<file path="src/verilog/self_program_pkg.sv">
package self_program_pkg;

	// ----------------------------------------
	// Register offsets (byte addresses)
	// ----------------------------------------
	localparam logic [7:0] OFS_CONTROL = 8'h00; // Command and busy flag
	localparam logic [7:0] OFS_POINTER = 8'h04; // Byte pointer bits 15:0
	localparam logic [7:0] OFS_EXT_PAGE = 8'h08; // Pointer bit 16
	localparam logic [7:0] OFS_DATA = 8'h0C; // Word for buffer or lock byte
	localparam logic [7:0] OFS_STORE = 8'h10; // Write executes the store
	localparam logic [7:0] OFS_IRQ_STATUS = 8'h14; // Sticky events, read only
	localparam logic [7:0] OFS_IRQ_CLEAR = 8'h18; // Write one to clear
	localparam logic [7:0] OFS_IRQ_ENABLE = 8'h1C; // Event mask
	localparam logic [7:0] OFS_BOOT_INFO = 8'h20; // Fuse code and boot start

	// ----------------------------------------
	// Register field positions
	// ----------------------------------------
	localparam int SPM_EN_POS = 0; // self_program_enable_bit
	localparam int ERASE_POS = 1; // page_erase_cmd_bit
	localparam int WRITE_POS = 2; // page_write_cmd_bit
	localparam int LOCK_POS = 3; // lock bit write command
	localparam int REEN_POS = 4; // rww_reenable_cmd_bit
	localparam int RWW_BUSY_POS = 6; // rww_busy_flag
	localparam int IRQ_DONE_POS = 0; // Timed operation finished
	localparam int IRQ_REFUSED_POS = 1; // Command dropped
	localparam int BOOT_START_POS = 16; // Boot start in BOOT_INFO

	// ----------------------------------------
	// Reset values
	// ----------------------------------------
	localparam logic [4:0] CONTROL_RESET = 5'h00;
	localparam logic [15:0] POINTER_RESET = 16'h0000;
	localparam logic [1:0] IRQ_RESET = 2'h0;

	// ----------------------------------------
	// Flash geometry
	// ----------------------------------------
	localparam int PAGE_WORDS = 128; // Words per page
	localparam int WORD_BITS = 7; // Word-in-page field width
	localparam int PAGE_BITS = 9; // Page number field width
	localparam logic [15:0] RWW_LIMIT = 16'hF000; // First word above lower area
	localparam logic [15:0] BOOT_MIN_WORDS = 16'h0200; // Size for fuse code 11

	// ----------------------------------------
	// Timing
	// ----------------------------------------
	localparam int RC_KHZ = 1000; // Nominal RC oscillator rate
	localparam int PROG_MIN_US = 3700; // Shortest programming time
	localparam int PROG_MAX_US = 4500; // Longest programming time
	localparam int PROG_TICKS_INT = (PROG_MIN_US * RC_KHZ + 999) / 1000;
	localparam logic [12:0] PROG_TICKS = PROG_TICKS_INT[12:0]; // RC periods per operation
	localparam logic [2:0] STORE_WINDOW = 3'h4; // pclk cycles to issue the store

	// ----------------------------------------
	// Sequencer states
	// ----------------------------------------
	typedef enum logic [2:0] {
		st_idle = 3'b001,
		st_armed = 3'b010,
		st_busy = 3'b100
	} seq_state_type;

endpackage

</file>
<file path="src/verilog/self_program_flash_mapping.sv">
// The register offsets and the APB slave port are this design's own decisions.
`timescale 1ns/100ps
module self_program_flash_mapping
	import self_program_pkg::*;
(
	input wire logic pclk,
	input wire logic presetn,
	// APB slave
	input wire logic psel,
	input wire logic penable,
	input wire logic pwrite,
	input wire logic [7:0] paddr,
	input wire logic [31:0] pwdata,
	output logic [31:0] prdata,
	output logic pready,
	output logic pslverr,
	// Status inputs and straps
	input wire logic eeprom_write_busy_bit,
	input wire logic rc_osc_pin,
	input wire logic boot_size_fuse_hi,
	input wire logic boot_size_fuse_lo,
	// CPU read path
	input wire logic [15:0] fetch_addr,
	input wire logic [15:0] flash_rdata,
	output logic [15:0] fetch_rdata,
	output logic fetch_blocked,
	// Flash array side
	output logic flash_erase_pulse,
	output logic flash_program_pulse,
	output logic flash_lock_pulse,
	output logic [PAGE_BITS-1:0] page_number_field,
	output logic [7:0] lock_value,
	input wire logic [WORD_BITS-1:0] buf_rd_index,
	output logic [15:0] buf_rd_data,
	output logic op_busy,
	output logic [15:0] boot_start_addr,
	output logic irq
);

	// ----------------------------------------
	// Declarations
	// ----------------------------------------
	seq_state_type state, next_state; // Sequencer state
	logic [4:0] ctrl, next_ctrl; // Latched command bits
	logic [2:0] window, next_window; // Store window countdown
	logic [12:0] busy_cnt, next_busy_cnt; // RC ticks left
	logic rww_busy, next_rww_busy; // rww_busy_flag
	logic op_rww, next_op_rww; // Running operation targets lower area
	logic [15:0] pointer, next_pointer; // Z pointer
	logic ext_page, next_ext_page; // extended_page_pointer_reg bit 0
	logic [15:0] data_word, next_data_word; // r1:r0 image
	logic [1:0] irq_status, next_irq_status; // Sticky events
	logic [1:0] irq_enable, next_irq_enable; // Event mask
	logic [31:0] next_prdata;
	logic next_pready;
	logic next_pslverr;
	logic [PAGE_BITS-1:0] next_page;
	logic [7:0] next_lock_value;
	logic next_erase_pulse, next_program_pulse, next_lock_pulse;
	logic [15:0] next_fetch_rdata;
	logic next_fetch_blocked;
	logic [15:0] next_boot_start;
	logic next_irq;
	logic buf_we; // Buffer load strobe
	logic ev_done, ev_refused; // One-cycle events
	logic rc_level, rc_prev; // Synchronised RC clock and history
	logic rc_tick; // One pclk pulse per RC period
	logic [1:0] fuse_level; // Synchronised fuse code
	logic access; // APB access phase completes
	logic wr_ctrl, wr_store; // Decoded writes
	logic [16:0] ext_pointer; // Full byte pointer
	logic [15:0] target_word; // Word address of the command
	logic mapped; // Address decodes to a register

	// ----------------------------------------
	// Input synchronisers and buffer
	// ----------------------------------------
	// RC oscillator is asynchronous to pclk
	pin_sync #(.WIDTH(1)) rc_sync (
		.pclk(pclk),
		.presetn(presetn),
		.pin(rc_osc_pin),
		.level(rc_level)
	);

	// Fuses are straps but still cross in
	pin_sync #(.WIDTH(2)) fuse_sync (
		.pclk(pclk),
		.presetn(presetn),
		.pin({boot_size_fuse_hi, boot_size_fuse_lo}),
		.level(fuse_level)
	);

	// Word address is the pointer with bit 0 dropped
	page_buffer buffer (
		.pclk(pclk),
		.presetn(presetn),
		.wr_en(buf_we),
		.wr_index(ext_pointer[WORD_BITS:1]),
		.wr_data(data_word),
		.rd_index(buf_rd_index),
		.rd_data(buf_rd_data)
	);

	// ----------------------------------------
	// Address mapping
	// ----------------------------------------
	// Bit 16 comes from the extended register, bit 0 is unused by stores
	always_comb begin
		ext_pointer = {ext_page, pointer};
		target_word = ext_pointer[16:1];
		next_page = ext_pointer[16:WORD_BITS+1];
		rc_tick = rc_level & ~rc_prev;
		access = psel & penable & pready;
		wr_ctrl = access & pwrite & (paddr == OFS_CONTROL);
		wr_store = access & pwrite & (paddr == OFS_STORE);
	end

	// ----------------------------------------
	// Sequencer
	// ----------------------------------------
	// Command arm, store window, timed operation
	always_comb begin
		next_state = state;
		next_ctrl = ctrl;
		next_window = window;
		next_busy_cnt = busy_cnt;
		next_rww_busy = rww_busy;
		next_op_rww = op_rww;
		next_lock_value = lock_value;
		next_erase_pulse = 1'b0;
		next_program_pulse = 1'b0;
		next_lock_pulse = 1'b0;
		buf_we = 1'b0;
		ev_done = 1'b0;
		ev_refused = 1'b0;
		unique case (state)
			st_idle: begin
				// Control writes while an EEPROM write runs are dropped
				if (wr_ctrl && eeprom_write_busy_bit) begin
					ev_refused = 1'b1;
				end else if (wr_ctrl && pwdata[SPM_EN_POS]) begin
					next_ctrl = pwdata[4:0];
					next_window = STORE_WINDOW;
					next_state = st_armed;
				end
			end
			st_armed: begin
				if (wr_store) begin
					if (ctrl[ERASE_POS] || ctrl[WRITE_POS]) begin
						next_erase_pulse = ctrl[ERASE_POS];
						next_program_pulse = ~ctrl[ERASE_POS];
						next_busy_cnt = PROG_TICKS;
						next_op_rww = (target_word < RWW_LIMIT);
						next_rww_busy = rww_busy | (target_word < RWW_LIMIT);
						next_state = st_busy;
					end else if (ctrl[LOCK_POS]) begin
						// Lock writes block no reads themselves; rww_busy keeps its value
						next_lock_pulse = 1'b1;
						next_lock_value = data_word[7:0];
						next_busy_cnt = PROG_TICKS;
						next_op_rww = 1'b0;
						next_state = st_busy;
					end else if (ctrl[REEN_POS]) begin
						next_rww_busy = 1'b0;
						next_ctrl = CONTROL_RESET;
						next_state = st_idle;
					end else begin
						buf_we = 1'b1;
						next_ctrl = CONTROL_RESET;
						next_state = st_idle;
					end
				end else if (window == 3'h1) begin
					// Store came too late: command lapses
					next_ctrl = CONTROL_RESET;
					ev_refused = 1'b1;
					next_state = st_idle;
				end else begin
					next_window = window - 3'h1;
				end
			end
			st_busy: begin
				// Count RC periods, not pclk cycles
				if (rc_tick) begin
					if (busy_cnt == 13'h0001) begin
						next_ctrl = CONTROL_RESET;
						next_op_rww = 1'b0;
						ev_done = 1'b1;
						next_state = st_idle;
					end else begin
						next_busy_cnt = busy_cnt - 13'h0001;
					end
				end
			end
		endcase
	end

	// Sequencer registers
	always_ff @(posedge pclk or negedge presetn) begin
		if (!presetn) begin
			state <= st_idle;
			ctrl <= CONTROL_RESET;
			window <= 3'h0;
			busy_cnt <= 13'h0000;
			rww_busy <= 1'b0;
			op_rww <= 1'b0;
			lock_value <= 8'hFF;
			flash_erase_pulse <= 1'b0;
			flash_program_pulse <= 1'b0;
			flash_lock_pulse <= 1'b0;
			page_number_field <= '0;
			op_busy <= 1'b0;
			rc_prev <= 1'b0;
		end else begin
			state <= next_state;
			ctrl <= next_ctrl;
			window <= next_window;
			busy_cnt <= next_busy_cnt;
			rww_busy <= next_rww_busy;
			op_rww <= next_op_rww;
			lock_value <= next_lock_value;
			flash_erase_pulse <= next_erase_pulse;
			flash_program_pulse <= next_program_pulse;
			flash_lock_pulse <= next_lock_pulse;
			if (next_erase_pulse || next_program_pulse) begin
				page_number_field <= next_page;
			end
			op_busy <= (next_state == st_busy);
			rc_prev <= rc_level;
		end
	end

	// ----------------------------------------
	// Read blocking and boot area
	// ----------------------------------------
	// Lower area unreadable while a lower-area erase or write runs or until re-enabled
	always_comb begin
		next_fetch_blocked = (rww_busy | op_rww) & (fetch_addr < RWW_LIMIT);
		next_fetch_rdata = next_fetch_blocked ? 16'h0000 : flash_rdata;
		// Boot area sits at the top; size doubles per cleared fuse step
		next_boot_start = ~((BOOT_MIN_WORDS << (2'h3 - fuse_level)) - 16'h0001);
	end

	// Read path and fuse capture
	always_ff @(posedge pclk or negedge presetn) begin
		if (!presetn) begin
			fetch_rdata <= 16'h0000;
			fetch_blocked <= 1'b0;
			boot_start_addr <= 16'hF000;
		end else begin
			fetch_rdata <= next_fetch_rdata;
			fetch_blocked <= next_fetch_blocked;
			// Follows the synchronised straps; a strap change shows five edges later
			boot_start_addr <= next_boot_start;
		end
	end

	// ----------------------------------------
	// APB register file
	// ----------------------------------------
	// Zero-wait slave: answer in the cycle after setup
	always_comb begin
		next_pointer = pointer;
		next_ext_page = ext_page;
		next_data_word = data_word;
		next_irq_enable = irq_enable;
		next_irq_status = irq_status;
		mapped = 1'b1;
		next_prdata = 32'h0000_0000;
		unique case (paddr)
			OFS_CONTROL: next_prdata = {25'h000_0000, rww_busy, 1'b0, ctrl};
			OFS_POINTER: next_prdata = {16'h0000, pointer};
			OFS_EXT_PAGE: next_prdata = {31'h0000_0000, ext_page};
			OFS_DATA: next_prdata = {16'h0000, data_word};
			OFS_STORE: next_prdata = 32'h0000_0000;
			OFS_IRQ_STATUS: next_prdata = {30'h0000_0000, irq_status};
			OFS_IRQ_CLEAR: next_prdata = 32'h0000_0000;
			OFS_IRQ_ENABLE: next_prdata = {30'h0000_0000, irq_enable};
			OFS_BOOT_INFO: next_prdata = {boot_start_addr, 14'h0000, fuse_level};
			default: mapped = 1'b0;
		endcase
		next_pready = psel & ~penable;
		next_pslverr = psel & ~penable & ~mapped;
		if (access && pwrite) begin
			if (paddr == OFS_POINTER) begin
				next_pointer = pwdata[15:0];
			end
			if (paddr == OFS_EXT_PAGE) begin
				next_ext_page = pwdata[0];
			end
			if (paddr == OFS_DATA) begin
				next_data_word = pwdata[15:0];
			end
			if (paddr == OFS_IRQ_ENABLE) begin
				next_irq_enable = pwdata[1:0];
			end
			if (paddr == OFS_IRQ_CLEAR) begin
				next_irq_status = irq_status & ~pwdata[1:0];
			end
		end
		// A new event wins over a clear in the same cycle
		next_irq_status[IRQ_DONE_POS] = next_irq_status[IRQ_DONE_POS] | ev_done;
		next_irq_status[IRQ_REFUSED_POS] = next_irq_status[IRQ_REFUSED_POS] | ev_refused;
		next_irq = |(next_irq_status & next_irq_enable);
	end

	// Register file flops
	always_ff @(posedge pclk or negedge presetn) begin
		if (!presetn) begin
			pointer <= POINTER_RESET;
			ext_page <= 1'b0;
			data_word <= 16'h0000;
			irq_enable <= IRQ_RESET;
			irq_status <= IRQ_RESET;
			prdata <= 32'h0000_0000;
			pready <= 1'b0;
			pslverr <= 1'b0;
			irq <= 1'b0;
		end else begin
			pointer <= next_pointer;
			ext_page <= next_ext_page;
			data_word <= next_data_word;
			irq_enable <= next_irq_enable;
			irq_status <= next_irq_status;
			prdata <= next_prdata;
			pready <= next_pready;
			pslverr <= next_pslverr;
			irq <= next_irq;
		end
	end

endmodule // self_program_flash_mapping

</file>
<file path="src/verilog/pin_sync.sv">
`timescale 1ns/100ps
// Three-stage synchroniser; level moves when stages two and three agree
module pin_sync #(
	parameter int WIDTH = 1
) (
	input wire logic pclk,
	input wire logic presetn,
	input wire logic [WIDTH-1:0] pin,
	output logic [WIDTH-1:0] level
);

	logic [WIDTH-1:0] stage1; // Read only by stage2
	logic [WIDTH-1:0] stage2;
	logic [WIDTH-1:0] stage3;
	logic [WIDTH-1:0] next_level;

	// ----------------------------------------
	// Filter
	// ----------------------------------------
	// A bit changes only once two settled stages agree
	always_comb begin
		for (int i = 0; i < WIDTH; i++) begin
			next_level[i] = (stage2[i] == stage3[i]) ? stage3[i] : level[i];
		end
	end

	// Registers only
	always_ff @(posedge pclk or negedge presetn) begin
		if (!presetn) begin
			stage1 <= '0;
			stage2 <= '0;
			stage3 <= '0;
			level <= '0;
		end else begin
			stage1 <= pin;
			stage2 <= stage1;
			stage3 <= stage2;
			level <= next_level;
		end
	end

endmodule // pin_sync

</file>
<file path="src/verilog/page_buffer.sv">
`timescale 1ns/100ps
// Temporary page buffer, one flip-flop word per page word
module page_buffer
	import self_program_pkg::*;
(
	input wire logic pclk,
	input wire logic presetn,
	input wire logic wr_en,
	input wire logic [WORD_BITS-1:0] wr_index,
	input wire logic [15:0] wr_data,
	input wire logic [WORD_BITS-1:0] rd_index,
	output logic [15:0] rd_data
);

	logic [15:0] mem [PAGE_WORDS]; // Buffer storage
	logic [15:0] next_rd_data;

	// Registered read port
	always_comb begin
		next_rd_data = mem[rd_index];
	end

	// Storage and read register
	always_ff @(posedge pclk or negedge presetn) begin
		if (!presetn) begin
			for (int i = 0; i < PAGE_WORDS; i++) begin
				mem[i] <= 16'hFFFF;
			end
			rd_data <= 16'h0000;
		end else begin
			if (wr_en) begin
				mem[wr_index] <= wr_data;
			end
			rd_data <= next_rd_data;
		end
	end

endmodule // page_buffer

</file>
<file path="config.mk">
export PLATFORM = sky130hd
export DESIGN_NAME = self_program_flash_mapping
export DESIGN_NICKNAME = d
export VERILOG_FILES = /design/src/verilog/self_program_pkg.sv /design/src/verilog/self_program_flash_mapping.sv /design/src/verilog/pin_sync.sv /design/src/verilog/page_buffer.sv
export SDC_FILE = /design/constraint.sdc
export NUM_CORES = 2
export LEC_CHECK = 0
export BUFFER_PORTS_ARGS = -buffer_cell sky130_fd_sc_hd__buf_2
export CAP_MARGIN = 0
export CORE_MARGIN = 2
export CORE_UTILIZATION = 37
export DETAILED_ROUTE_END_ITERATION = 6
export SLEW_MARGIN = 30
export SYNTH_ARGS = -nofsm -noshare
export SYNTH_HDL_FRONTEND = slang
export SYNTH_SLANG_ARGS = --single-unit
</file>
<file path="constraint.sdc">
create_clock -name pclk -period 4.6 [get_ports pclk]
set_clock_uncertainty 0.1 [all_clocks]
set_input_delay 0.69 -clock pclk [delete_from_list [all_inputs] [get_ports pclk]]
set_output_delay 0.69 -clock pclk [all_outputs]
set_load 0.05 [all_outputs]
</file>
==> flow_summary_export.csv <==
group,metric,value,unit
cells_and_area,seq_area,57920,µm²
placement,dpl.cell_count,9496,
job,drv_cap,0,
synth,yosysUniqueCellTypes,61,
synth,async_flop_share,1.000,
cells_and_area,nFillCells,24590,
placement,port_buffers,146,
synth,netlist_instances,5963,
timing,fin_tns_setup,0,ps
clocking,holdBufCountCts,39,
worst_setup_path,cp_cell_sequence,"dlygate4sd3_1, buf_2, and4_1, nand3_2, buf_4, nor4_4, nand2_1, mux2_2",
cells_and_area,final_cells,9967,
placement,gp_congestion,0.7856,
die,die_w,530.0,µm
synth,netlist_area,102400,µm²
worst_setup_path,r2r-start,"pready$_DFF_PN0_",
clocking,root_buffer,"clkbuf_16",
drt,highest_layer,"met5",
power,ir_worst_vdd,0.3054,mV
timing,relSlewSlack,0.3314,
clocking,cts_setup_buffers,0,
worst_setup_path,critical_path.startpoint_type,"input pin",
cells_and_area,drive_above_1_share,0.9142,
timing,hold_viol,0,
die,dieArea,280900,µm²
worst_setup_path,critPathLaunch,"penable",
drt,ant_nets,0,
worst_hold_path,min_from,"paddr[6]",
power,p_leak,0.04710,µW
clocking,cts_max_path_buffers,4,
cells_and_area,layout_common_cells,"mux2_2, dfstp_2, mux4_2",
synth,ys.flop_type,"dfstp_2",
drt,vias_per_cell,5.349,
worst_hold_path,hold_path_class,"in2reg",
synth,ys_warn_count,0,
power,p_per_area,345.4,nW/µm²
placement,dpl.hpwl,159500,µm
die,chipHeight,530.0,µm
clocking,clk_pin_slew_worst_paths,60,ps
die,rows,193,
status,violations,"DRC",
worst_setup_path,max_stage_delay,790,ps
cells_and_area,layout_commonest_cell,"mux2_2",
timing,slew_viol_final,0,
cells_and_area,area.growth.synth_to_final,12.97,%
global_routing,grt_usage,0.1810,
drt,dr_wl_met3,9738,µm
timing,rsz0062_at_grt,"no",
synth,synth-edff-count,0,
drt,dr_wl_met2,127000,µm
drt,drt-total-wl,254400,µm
clocking,cts.sinks,2209,
die,start_util,0.3712,
drt,firstDrtPassIters,7,
global_routing,overflow,0,
global_routing,grt_pass1_wl,382700,µm
clocking,cts_tree,"yes",
worst_setup_path,slowest_stage,"nand2_1",
drt,drc,1,
timing,finalSetupViolations,0,
worst_setup_path,endpoint_kind,"register",
synth,synth-seq-cells,2209,
global_routing,antenna_found_initial,16,
drt,vias,53310,
die,pin_count,193,
worst_setup_path,crit_type,"in2reg",
clocking,cts-htree-levels,4,
timing,timing.fmax,277.5,MHz
status,outcome,"finished with violations",
synth,synth_sequential_area_ratio,0.5652,
drt,wire_per_inst,25.53,µm
timing,fin_crit,3604,ps
global_routing,grt_max_degree,185,
cells_and_area,multi_input_area,41690,µm²
cells_and_area,nNetsFinal,6160,
worst_setup_path,worstPathRequired,5240,ps
synth,syn_avg_cell_area,17.17,µm²
worst_setup_path,arrival,4250,ps
clocking,clock_latency,890,ps
drt,drt-initial-drc-count,2990,
clocking,numCtsBuffers,232,
timing,fin_crit_sh,0.7835,
clocking,postCtsResizedCells,0,
drt,wl_met1,110600,µm
timing,tightest_slew,1003,ps
global_routing,grt_pass1_vias,57550,
worst_setup_path,crit_fanout,16,
die,core_area,275800,µm²
-- kinds of logic after synthesis --
kind of cell,Yosys count,synth area share
XOR/XNOR,8,0.0006845
multiplexers,2794,0.3812
flip-flops,2209,0.5652
AO/OA/AOI/OAI,50,0.003593
other,2,0.00007336
buffers and inverters,575,0.02869
AND/OR/NAND/NOR,317,0.01969
adder cells (fa/ha/maj),8,0.0009045
-- metal layers --
metal  GRT usage  vias to the layer above
met2      0.3069                      860
met5           0                        -
met4     0.05264                        2
met3     0.02650                      363
met1      0.2402                    29580
li1            -                    22500
-- worst paths after layout --
path | end | slack, ps | cells after the start
max in group asynchronous | buffer.mem[895]$_DFFE_PN1P_ | 2720 | 4
min reg2reg | fuse_sync.stage2[1]$_DFF_PN0_ | 250 | 0
min in group asynchronous | buffer.mem[156]$_DFFE_PN1P_ | 570 | 2
min | pslverr$_DFF_PN0_ | 70 | 3
max | buffer.mem[377]$_DFFE_PN1P_ | 1000 | 8
max reg2reg | buffer.mem[377]$_DFFE_PN1P_ | 1110 | 6
-- through the flow --
step / utilization / hold slack [ps] / area (µm²) / power [µW] / setup slack (ps)
detailed placement: 0.3896 / 237.0 / 107500 / 21280 / 592.1
finish: 0.4193 / 67.16 / 115600 / 39950 / 995.8
global route: 0.4193 / 51.74 / 115600 / 41430 / 927.7
CTS: 0.4189 / 8.888 / 115500 / 40540 / 1051
floorplan: - / 231.2 / 102400 / 20530 / 1149
global placement: 0.3893 / 235.9 / 107300 / 21260 / 666.3
-- synthesized netlist by cell type, types with 8 or more instances --
cell	instances	area (µm²)
buf_6	82	923.4
nor2_1	23	86.33
clkbuf_1	370	1389
o21ai_0	11	55.05
dfstp_2	2060	54130
nor3_1	9	45.04
nand2_2	88	550.5
nand4_1	9	56.30
dfrtp_1	149	3729
and2_1	23	143.9
buf_4	20	150.1
mux2_2	2116	23830
a22o_1	11	96.34
nand2_1	83	311.6
mux4_2	672	15130
nand3_1	15	75.07
xor2_1	8	70.07
buf_2	61	305.3
buf_1	23	86.33
nor4_4	17	361.6
inv_1	17	63.81
-- registers in the layout, summed over array words and instances, names as in the netlist, 2 cells and up --
| signal | count |
|---|---|
| lock_value | 8 |
| busy_cnt | 13 |
| window | 3 |
| ctrl | 5 |
| fuse_sync.level | 2 |
| pointer | 16 |
| data_word | 16 |
| irq_enable | 2 |
| fuse_sync.stage1 | 2 |
| irq_status | 2 |
| fetch_rdata | 16 |
| state | 3 |
| prdata | 22 |
| fuse_sync.stage3 | 2 |
| page_number_field | 9 |
| boot_start_addr | 6 |
| buffer.mem | 2048 |
| buffer.rd_data | 16 |
| fuse_sync.stage2 | 2 |
-- area by class of cell --
type / instances / share of cell area
diodes: 6 / 0.0001298
clock inverters: 60 / 0.006124
flip-flops and latches: 2209 / 0.5008
clock buffers: 363 / 0.06036
repair buffers: 409 / 0.03141
multi-input cells: 3197 / 0.3605
inverters: 18 / 0.0005843
well taps: 3705 / 0.04009
-- critical path: cells and delay by family --
kind                   cells  cell delay, ps
muxes                      1             520
and+or+nand+nor            4            2070
buffers and inverters      3             900
-- power breakdown --
part	total [µW]	internal, µW	switching, µW	leakage, µW
sequential	19600	19600	34.5	0.0232
clock	19000	11100	7810	0.00381
combinational	1400	439	956	0.0201
No activity file was read; power rests on OpenSTA's default activity.
